[src/design/iso_rx_defs.vh]
`ifndef ISO_RX_DEFS_VH
`define ISO_RX_DEFS_VH
// ----------------------------------------
// Register byte offsets
// ----------------------------------------
`define ISO_RX_CTRL_SET 12'h400
`define ISO_RX_CTRL_CLR 12'h404
`define ISO_RX_PTR 12'h40C
`define ISO_RX_CTX_STRIDE 12'h020
`define ISO_RX_IRQ_STATUS 12'h500
`define ISO_RX_IRQ_CLEAR 12'h504
`define ISO_RX_IRQ_ENABLE 12'h508
// ----------------------------------------
// Control word bit positions
// ----------------------------------------
`define BIT_BUFFER_FILL 31
`define BIT_RUN 15
`define BIT_WAKE 12
`define BIT_DEAD 11
`define BIT_ACTIVE 10
`define BIT_BETA 9
`define BIT_RSVD8 8
`define SPD_MSB 7
`define SPD_LSB 5
`define EVT_MSB 4
`define EVT_LSB 0
// ----------------------------------------
// Speed codes
// ----------------------------------------
`define SPD_100 3'h0
`define SPD_200 3'h1
`define SPD_400 3'h2
`define SPD_800 3'h3
// ----------------------------------------
// Event codes
// ----------------------------------------
`define EVT_NONE 5'h00
`define EVT_ACK_COMPLETE 5'h11
`define EVT_ACK_DATA_ERROR 5'h1D
`define EVT_LONG_PACKET 5'h02
`define EVT_OVERRUN 5'h05
`define EVT_DESCRIPTOR_READ 5'h06
`define EVT_DATA_WRITE 5'h07
`define EVT_UNKNOWN 5'h0E
// ----------------------------------------
// Packet status from the receive path
// ----------------------------------------
`define PKT_OK 3'h0
`define PKT_CRC_ERR 3'h1
`define PKT_LEN_ERR 3'h2
`define PKT_OVERRUN 3'h3
`define PKT_LONG 3'h4
`endif

[src/design/iso_rx_ptr_mem.v]
`timescale 1ns/10ps
module iso_rx_ptr_mem #(
  parameter AW = 2,
  parameter DW = 32
) (
  // Clock
  input wire ref_clk,
  // Write port from descriptor engine
  input wire wr_en,
  input wire [AW-1:0] wr_addr,
  input wire [DW-1:0] wr_data,
  // Read ports
  input wire [AW-1:0] rd_addr_a,
  output reg [DW-1:0] rd_data_a,
  input wire [AW-1:0] rd_addr_b,
  output reg [DW-1:0] rd_data_b
);
  // Contents undefined after reset by design, so no reset on the array
  reg [DW-1:0] mem [0:(1<<AW)-1];

  always @(posedge ref_clk) begin
    if (wr_en) begin
      mem[wr_addr] <= wr_data;
    end
    rd_data_a <= mem[rd_addr_a];
    rd_data_b <= mem[rd_addr_b];
  end
endmodule

[src/design/iso_rx_ctx.v]
`timescale 1ns/10ps
`include "iso_rx_defs.vh"
module iso_rx_ctx (
  // Clock and reset
  input wire ref_clk,
  input wire arst_n,
  // Software strobes
  input wire set_stb,
  input wire clr_stb,
  input wire [31:0] wr_bits,
  // Receive path
  input wire pkt_done,
  input wire pkt_beta,
  input wire [2:0] pkt_speed,
  input wire [2:0] pkt_status,
  // Descriptor engine
  input wire desc_fetch,
  input wire dma_read_err,
  input wire dma_write_err,
  input wire unknown_err,
  input wire list_end,
  // State out
  output wire [31:0] ctrl_word,
  output reg active,
  output reg start_req,
  output reg backout,
  output reg pkt_evt,
  output reg dead_evt,
  output reg resp_beta
);
  reg run;
  reg wake;
  reg dead;
  reg beta_format_received;
  reg buffer_fill_mode;
  reg [2:0] spd;
  reg [4:0] evt;
  wire set_run = set_stb & wr_bits[`BIT_RUN];
  wire clr_run = clr_stb & wr_bits[`BIT_RUN];
  wire next_run = (run | set_run) & ~clr_run;
  wire fatal = run & (dma_read_err | dma_write_err | unknown_err);
  wire start = next_run & ~run;
  wire resume = run & ~dead & ~active & set_stb & wr_bits[`BIT_WAKE];
  wire pkt_take = pkt_done & active & ~fatal;
  wire pkt_bad = (pkt_status != `PKT_OK);

  assign ctrl_word = {buffer_fill_mode, 15'h0000, run, 2'b00, wake, dead, active,
                      beta_format_received, 1'b0, spd, evt};

  always @(posedge ref_clk or negedge arst_n) begin
    if (!arst_n) begin
      run <= 1'b0;
      wake <= 1'b0;
      dead <= 1'b0;
      active <= 1'b0;
      beta_format_received <= 1'b0;
      buffer_fill_mode <= 1'b0;
      spd <= `SPD_100;
      evt <= `EVT_NONE;
      start_req <= 1'b0;
      backout <= 1'b0;
      pkt_evt <= 1'b0;
      dead_evt <= 1'b0;
      resp_beta <= 1'b0;
    end else begin
      run <= next_run;
      // Mode may only change while stopped, a change mid-stream would corrupt buffers
      if (~run & ~active) begin
        if (set_stb & wr_bits[`BIT_BUFFER_FILL]) begin
          buffer_fill_mode <= 1'b1;
        end else if (clr_stb & wr_bits[`BIT_BUFFER_FILL]) begin
          buffer_fill_mode <= 1'b0;
        end
      end
      // Set wins over the fetch clear
      if (set_stb & wr_bits[`BIT_WAKE]) begin
        wake <= 1'b1;
      end else if (desc_fetch) begin
        wake <= 1'b0;
      end
      if (fatal) begin
        dead <= 1'b1;
      end else if (run & clr_run) begin
        dead <= 1'b0;
      end
      dead_evt <= fatal & ~dead;
      if (fatal | ~next_run) begin
        active <= 1'b0;
      end else if (start | resume) begin
        active <= 1'b1;
      end else if (list_end) begin
        active <= 1'b0;
      end
      start_req <= (start | resume) & ~fatal;
      backout <= pkt_take & buffer_fill_mode & pkt_bad;
      pkt_evt <= pkt_take & ~(buffer_fill_mode & pkt_bad);
      if (fatal) begin
        if (dma_read_err) begin
          evt <= `EVT_DESCRIPTOR_READ;
        end else if (dma_write_err) begin
          evt <= `EVT_DATA_WRITE;
        end else begin
          evt <= `EVT_UNKNOWN;
        end
      end else if (pkt_take) begin
        beta_format_received <= pkt_beta;
        resp_beta <= pkt_beta;
        spd <= pkt_speed;
        if (buffer_fill_mode) begin
          if (!pkt_bad) begin
            evt <= `EVT_ACK_COMPLETE;
          end
        end else if (pkt_status == `PKT_OK) begin
          evt <= `EVT_ACK_COMPLETE;
        end else if (pkt_status == `PKT_LONG) begin
          evt <= `EVT_LONG_PACKET;
        end else if (pkt_status == `PKT_OVERRUN) begin
          evt <= `EVT_OVERRUN;
        end else begin
          evt <= `EVT_ACK_DATA_ERROR;
        end
      end
    end
  end
endmodule

[src/design/iso_receive_context_status.v]
// Local design decision: the Avalon-MM interface to the registers.
`timescale 1ns/10ps
`include "iso_rx_defs.vh"
module iso_receive_context_status #(
  parameter NCTX = 4
) (
  // Clock and reset
  input wire ref_clk,
  input wire arst_n,
  // Avalon-MM slave
  input wire [11:0] avs_address,
  input wire avs_read,
  input wire avs_write,
  input wire [31:0] avs_writedata,
  input wire [3:0] avs_byteenable,
  output reg [31:0] avs_readdata,
  output reg avs_waitrequest,
  // Interrupt
  output reg irq,
  // Receive path, one lane per context
  input wire [NCTX-1:0] pkt_done,
  input wire [NCTX-1:0] pkt_beta,
  input wire [3*NCTX-1:0] pkt_speed,
  input wire [3*NCTX-1:0] pkt_status,
  // Descriptor engine
  input wire [NCTX-1:0] desc_fetch,
  input wire [NCTX-1:0] dma_read_err,
  input wire [NCTX-1:0] dma_write_err,
  input wire [NCTX-1:0] unknown_err,
  input wire [NCTX-1:0] list_end,
  input wire ptr_load,
  input wire [1:0] ptr_ctx,
  input wire [31:0] ptr_value,
  // Engine requests and status
  output reg fetch_start,
  output reg [1:0] fetch_ctx,
  output reg [31:0] fetch_addr,
  output reg [NCTX-1:0] ctx_busy,
  output reg [NCTX-1:0] backout,
  output reg [NCTX-1:0] resp_beta
);
  // ----------------------------------------
  // Bus slave state
  // ----------------------------------------
  localparam ST_IDLE = 3'b001;
  localparam ST_WAIT = 3'b010;
  localparam ST_ANS = 3'b100;
  reg [2:0] state;
  wire [1:0] ctx_sel = avs_address[6:5];
  wire in_ctx_space = (avs_address[11:7] == 5'h08);
  wire [11:0] ctx_off = {7'h00, avs_address[4:0]};
  wire wr_take = (state == ST_ANS) & avs_write;
  wire [31:0] wmask = {{8{avs_byteenable[3]}}, {8{avs_byteenable[2]}},
                       {8{avs_byteenable[1]}}, {8{avs_byteenable[0]}}};
  wire [31:0] wbits = avs_writedata & wmask;

  // ----------------------------------------
  // Per-context state
  // ----------------------------------------
  wire [32*NCTX-1:0] ctrl_words;
  wire [NCTX-1:0] act_w;
  wire [NCTX-1:0] start_w;
  wire [NCTX-1:0] backout_w;
  wire [NCTX-1:0] pkt_evt_w;
  wire [NCTX-1:0] dead_evt_w;
  wire [NCTX-1:0] beta_w;
  wire [31:0] ptr_rd_a;
  wire [31:0] ptr_rd_b;
  reg [1:0] issue_ctx;
  reg [1:0] issue_ctx2;
  reg issue;
  reg issue2;
  reg [NCTX-1:0] pending;
  reg [2*NCTX-1:0] irq_status;
  reg [2*NCTX-1:0] irq_enable;
  reg [31:0] next_rdata;
  reg [1:0] pick;
  reg pick_valid;
  integer k;

  genvar g;
  generate
    for (g = 0; g < NCTX; g = g + 1) begin : ctx
      wire sel = wr_take & in_ctx_space & (ctx_sel == g);
      iso_rx_ctx u_ctx (
        .ref_clk(ref_clk),
        .arst_n(arst_n),
        .set_stb(sel & (ctx_off == (`ISO_RX_CTRL_SET - 12'h400))),
        .clr_stb(sel & (ctx_off == (`ISO_RX_CTRL_CLR - 12'h400))),
        .wr_bits(wbits),
        .pkt_done(pkt_done[g]),
        .pkt_beta(pkt_beta[g]),
        .pkt_speed(pkt_speed[3*g+2:3*g]),
        .pkt_status(pkt_status[3*g+2:3*g]),
        .desc_fetch(desc_fetch[g]),
        .dma_read_err(dma_read_err[g]),
        .dma_write_err(dma_write_err[g]),
        .unknown_err(unknown_err[g]),
        .list_end(list_end[g]),
        .ctrl_word(ctrl_words[32*g+31:32*g]),
        .active(act_w[g]),
        .start_req(start_w[g]),
        .backout(backout_w[g]),
        .pkt_evt(pkt_evt_w[g]),
        .dead_evt(dead_evt_w[g]),
        .resp_beta(beta_w[g])
      );
    end
  endgenerate

  // ----------------------------------------
  // Command pointer store
  // ----------------------------------------
  // Software has no write path here, only the descriptor engine loads it
  iso_rx_ptr_mem #(
    .AW(2),
    .DW(32)
  ) u_ptr (
    .ref_clk(ref_clk),
    .wr_en(ptr_load),
    .wr_addr(ptr_ctx),
    .wr_data(ptr_value),
    .rd_addr_a(ctx_sel),
    .rd_data_a(ptr_rd_a),
    .rd_addr_b(issue_ctx),
    .rd_data_b(ptr_rd_b)
  );

  // ----------------------------------------
  // Read mux
  // ----------------------------------------
  always @* begin
    next_rdata = 32'h0000_0000;
    if (in_ctx_space & ((ctx_off == 12'h000) | (ctx_off == 12'h004))) begin
      next_rdata = ctrl_words[32*ctx_sel +: 32];
    end else if (in_ctx_space & (ctx_off == (`ISO_RX_PTR - 12'h400))) begin
      next_rdata = ptr_rd_a;
    end else if (avs_address == `ISO_RX_IRQ_STATUS) begin
      next_rdata = {24'h00_0000, irq_status};
    end else if (avs_address == `ISO_RX_IRQ_ENABLE) begin
      next_rdata = {24'h00_0000, irq_enable};
    end
  end

  always @* begin
    pick = 2'b00;
    pick_valid = 1'b0;
    for (k = NCTX - 1; k >= 0; k = k - 1) begin
      if (pending[k]) begin
        pick = k[1:0];
        pick_valid = 1'b1;
      end
    end
  end

  // ----------------------------------------
  // Bus, fetch issue and interrupts
  // ----------------------------------------
  always @(posedge ref_clk or negedge arst_n) begin
    if (!arst_n) begin
      state <= ST_IDLE;
      avs_waitrequest <= 1'b1;
      avs_readdata <= 32'h0000_0000;
      irq <= 1'b0;
      irq_status <= 8'h00;
      irq_enable <= 8'h00;
      pending <= 4'h0;
      issue <= 1'b0;
      issue2 <= 1'b0;
      issue_ctx <= 2'b00;
      issue_ctx2 <= 2'b00;
      fetch_start <= 1'b0;
      fetch_ctx <= 2'b00;
      fetch_addr <= 32'h0000_0000;
      ctx_busy <= 4'h0;
      backout <= 4'h0;
      resp_beta <= 4'h0;
    end else begin
      case (state)
        ST_IDLE: begin
          avs_waitrequest <= 1'b1;
          if (avs_read | avs_write) begin
            state <= ST_WAIT;
          end
        end
        ST_WAIT: begin
          // Extra cycle lets the pointer store present registered data
          avs_readdata <= next_rdata;
          avs_waitrequest <= 1'b0;
          state <= ST_ANS;
        end
        ST_ANS: begin
          avs_waitrequest <= 1'b1;
          state <= ST_IDLE;
        end
        default: begin
          avs_waitrequest <= 1'b1;
          state <= ST_IDLE;
        end
      endcase
      if (wr_take & (avs_address == `ISO_RX_IRQ_ENABLE)) begin
        irq_enable <= wbits[7:0];
      end
      // Set wins over a clear in the same cycle
      irq_status <= (irq_status & ~((wr_take & (avs_address == `ISO_RX_IRQ_CLEAR)) ? wbits[7:0] : 8'h00))
                    | {dead_evt_w, pkt_evt_w};
      irq <= |(irq_status & irq_enable);
      // Start requests queue so two contexts starting together both get a fetch
      pending <= (pending & ~((pick_valid ? 4'h1 : 4'h0) << pick)) | start_w;
      issue <= pick_valid;
      issue_ctx <= pick_valid ? pick : issue_ctx;
      issue2 <= issue;
      // Context number travels with the pointer read, a back-to-back pick must not overtake it
      issue_ctx2 <= issue_ctx;
      fetch_start <= issue2;
      fetch_ctx <= issue2 ? issue_ctx2 : fetch_ctx;
      fetch_addr <= issue2 ? ptr_rd_b : fetch_addr;
      ctx_busy <= act_w;
      backout <= backout_w;
      resp_beta <= beta_w;
    end
  end
endmodule

[config.mk]
export PLATFORM = sky130hd
export DESIGN_NAME = iso_receive_context_status
export DESIGN_NICKNAME = d
export VERILOG_FILES = /design/src/design/iso_rx_ptr_mem.v /design/src/design/iso_rx_ctx.v /design/src/design/iso_receive_context_status.v
export VERILOG_INCLUDE_DIRS = /design/src /design/src/design
export SDC_FILE = /design/constraint.sdc
export NUM_CORES = 1
export LEC_CHECK = 0
export BUFFER_PORTS_ARGS = -buffer_cell sky130_fd_sc_hd__buf_2
export CORE_MARGIN = 10
export CORE_UTILIZATION = 55
export CTS_CLUSTER_DIAMETER = 100
export DETAILED_ROUTE_END_ITERATION = 7
export PLACE_DENSITY = 0.78
export SYNTH_ARGS = -nofsm -noshare
export SYNTH_HDL_FRONTEND = slang
export SYNTH_SLANG_ARGS = --single-unit
[constraint.sdc]
create_clock -name ref_clk -period 2.6 [get_ports ref_clk]
set_input_delay 0.26 -clock ref_clk [delete_from_list [all_inputs] [get_ports ref_clk]]
set_output_delay 0.26 -clock ref_clk [all_outputs]
set_load 0.03 [all_outputs]
==> impl_metrics.json <==
{
  "synth_cell_type_count": 54,
  "drc": 0,
  "fin_nets": 1345,
  "grt_max_degree": 79,
  "hold_end": "irq_enable[6]",
  "placed_cells": 1446,
  "wl_mm": 35.5,
  "status": "finished, final reports clean",
  "place_hpwl_mm": 24.4,
  "r2r_end": "ctx[1].u_ctx.active",
  "reg2reg_from": "state[1]",
  "area_growth_syn_to_layout_pct": 24.0,
  "numClockSinks": 374,
  "synth_seq_cells": 374,
  "drv_slew": 0,
  "cts_buffer_depth": 3,
  "yosysSeqAreaShare": 0.669,
  "min_path_cells": 3,
  "clock_latency_ns": 0.53,
  "dieArea_um2": 33200,
  "vias": 9375,
  "io_pins": 220,
  "crit_path_end_kind": "flip-flop",
  "num_rows": 59,
  "relSlewSlack": 0.398,
  "tightestPinTransition_ns": 0.903,
  "critical-path-max-stage-delay_ns": 0.68,
  "mostFrequentLayoutCell": "buf_2",
  "power.leakage_nw": 7.75,
  "cp-startpoint": "state[1]",
  "ys_warn_count": 0,
  "worstPathArrival_ns": 2.56,
  "dieHeight_um": 182,
  "die_w_um": 182,
  "grt_pass1_wl_mm": 55.2,
  "first_pass_iters": 5,
  "cts_tree": "yes",
  "finalCritPeriodShare": 0.819,
  "drtIter0Drc": 868,
  "intPower_mw": 10.2,
  "synth_nets": 1069,
  "crit_type": "reg2reg",
  "pwr-share-clk": 0.426,
  "routabilityCongestion": 0.883,
  "synth_ff_type": "dfrtp_1",
  "hold_slack_ns": 0.0239,
  "drive_gt1_frac": 0.358,
  "root_buffer": "clkbuf_16",
  "p_sw_mw": 3.09,
  "postSynthCellCount": 930,
  "vias_per_cell": 5.97,
  "h-tree-depth": 2,
  "syn-cell-area_um2": 14500,
  "cts.clk_slew.worst_paths_ns": 0.06,
  "most-common-layout-cells": "195 x buf_2, 177 x dfrtp_1, 128 x edfxtp_1",
  "cp_max_fo": 6,
  "combPwrFrac": 0.086,
  "rsz0062_at_grt": "false",
  "antenna_found_initial": 0,
  "diodes": 0,
  "swShare": 0.232,
  "setup_viol": 0,
  "synth_edf_count": 128,
  "hp-start": "avs_writedata[6]",
  "port-buffer-count": 197,
  "start_util": 0.557,
  "async_reset_ff_frac": 0.487,
  "cp.required_ns": 3.03,
  "setup_tns_ns": 0,
  "fmax_mhz": 470,
  "rr_worst_depth": 4,
  "ant_nets": 0,
  "first_global_vias": 9812,
  "worstSetupStartpointType": "flip-flop",
  "hold_class": "in2reg",
  "drv_cap": 0,
  "layoutNonFillerInstCount": 1571,
  "hold_viol": 0,
  "r2r_slack_ns": 0.47,
  "postCtsSetupRepairBufs": 0,
  "crit_slowest_cell": "or4_1",
  "cp_cell_sequence": "nand4bb_1 -> or4_1 -> or3_1 -> a211oi_2",
  "power_mw": 13.3,
  "seq_power_share": 0.489,
  "track_usage": 0.210,
  "overflow": 0,
  "core_region_area_um2": 26000,
  "power_density_nw_per_um2": 742,
  "irDropWorstVdd_mv": 0.756,
  "cts_buffers": 39,
  "clock_skew_ns": 0.0126,
  "min_period_ns": 2.13,
  "nFillCells": 1715,
  "routedWlPerCell_um": 22.6,
  "syn_avg_cell_area_um2": 15.6
}
[power groups by stage]
stage,registers (mW),logic [mW],clock network [mW]
2_1_floorplan,6.73,0.448,0
3_3_place_gp,6.60,1.05,0
3_5_place_dp,6.61,1.07,0
4_1_cts,6.50,1.15,5.76
5_1_grt,6.52,1.24,6.00
6_report,6.50,1.14,5.66
[metal layers]
| layer | track usage | vias up | routed length, um |
|---|---|---|---|
| met3 | 0.0504 | 76 | 2760 |
| li1 | - | 4170 | - |
| met5 | 0 | - | 0 |
| met1 | 0.270 | 4736 | 14200 |
| met2 | 0.349 | 393 | 17700 |
| met4 | 0.0599 | 0 | 890 |
[area by class of cell]
type                    count  area, um^2  share of cell area
repair buffers            289        1900               0.106
flip-flops and latches    374        9690               0.540
inverters                  14        52.6             0.00293
clock inverters            22         240              0.0134
multi-input cells         488        4560               0.254
well taps                 335         419              0.0234
clock buffers              49        1080              0.0604
[critical path, delay by kind of cell (launching register included)]
kind	cells	cell delay, ns
flip-flops	1	0.40
AND/OR/NAND/NOR	3	1.41
AO/OA/AOI/OAI	1	0.23
[worst max-delay path by stage]
stage / end / slack, ns
floorplan: ctx[1].u_ctx.active / 0.38
global placement: ctx[1].u_ctx.active / 0.23
detailed placement: ctx[1].u_ctx.active / 0.19
CTS: ctx[1].u_ctx.active / 0.48
global route: ctx[1].u_ctx.active / 0.37
finish: ctx[1].u_ctx.active / 0.47
[registers in the layout, indices dropped and copies added (netlist names), 8 cells and up]
register,flops
avs_readdata,32
ctx.u_ctx.evt,20
ctx.u_ctx.spd,12
fetch_addr,32
irq_enable,8
irq_status,8
u_ptr.mem,128
u_ptr.rd_data_a,32
u_ptr.rd_data_b,32
[synthesized netlist by cell type (8+ instances only)]
cell type    n  area (um^2)
nand3_1      8         40.0
nand2_1     52          195
mux4_2      78         1760
o21ai_0     25          125
nor3b_1     11         82.6
a31oi_1      8         50.1
o21ai_1     18         90.1
inv_1       14         52.6
a22o_1      18          158
o31ai_1     14          105
a22oi_1     13         97.6
dfrtp_1    180         4500
dfxtp_1     64         1280
mux2_2      47          529
nor3_1      26          130
clkbuf_1    40          150
a21boi_0     8         60.1
a221oi_1     9         78.8
edfxtp_1   128         3840
nand2b_1    13         81.3
nor2_1      39          146
buf_1        9         33.8
[repair_timing]
action | 4_1_cts | 5_1_grt
hold buffers | 54 | 0
resized for setup | 0 | 0
hold endpoints to repair | 220 | 0
[per-stage QoR]
step                worst slack, ns  instance area, um^2   util
finish                        0.471                17900  0.690
floorplan                     0.375                14500      -
global placement              0.229                16100  0.619
global route                  0.366                17900  0.690
CTS                           0.483                17900  0.690
detailed placement            0.191                16100  0.619
[cells by family (layout without fill, tap and decap cells)]
group                  after synthesis  in the layout  synth area share
buffers and inverters               68            374            0.0181
DFF                                374            374             0.669
AOI/OAI and AO/OA                  161            161            0.0790
muxes                              126            126             0.159
and+or+nand+nor                    201            201            0.0751
(Power assumes the default switching activity.)
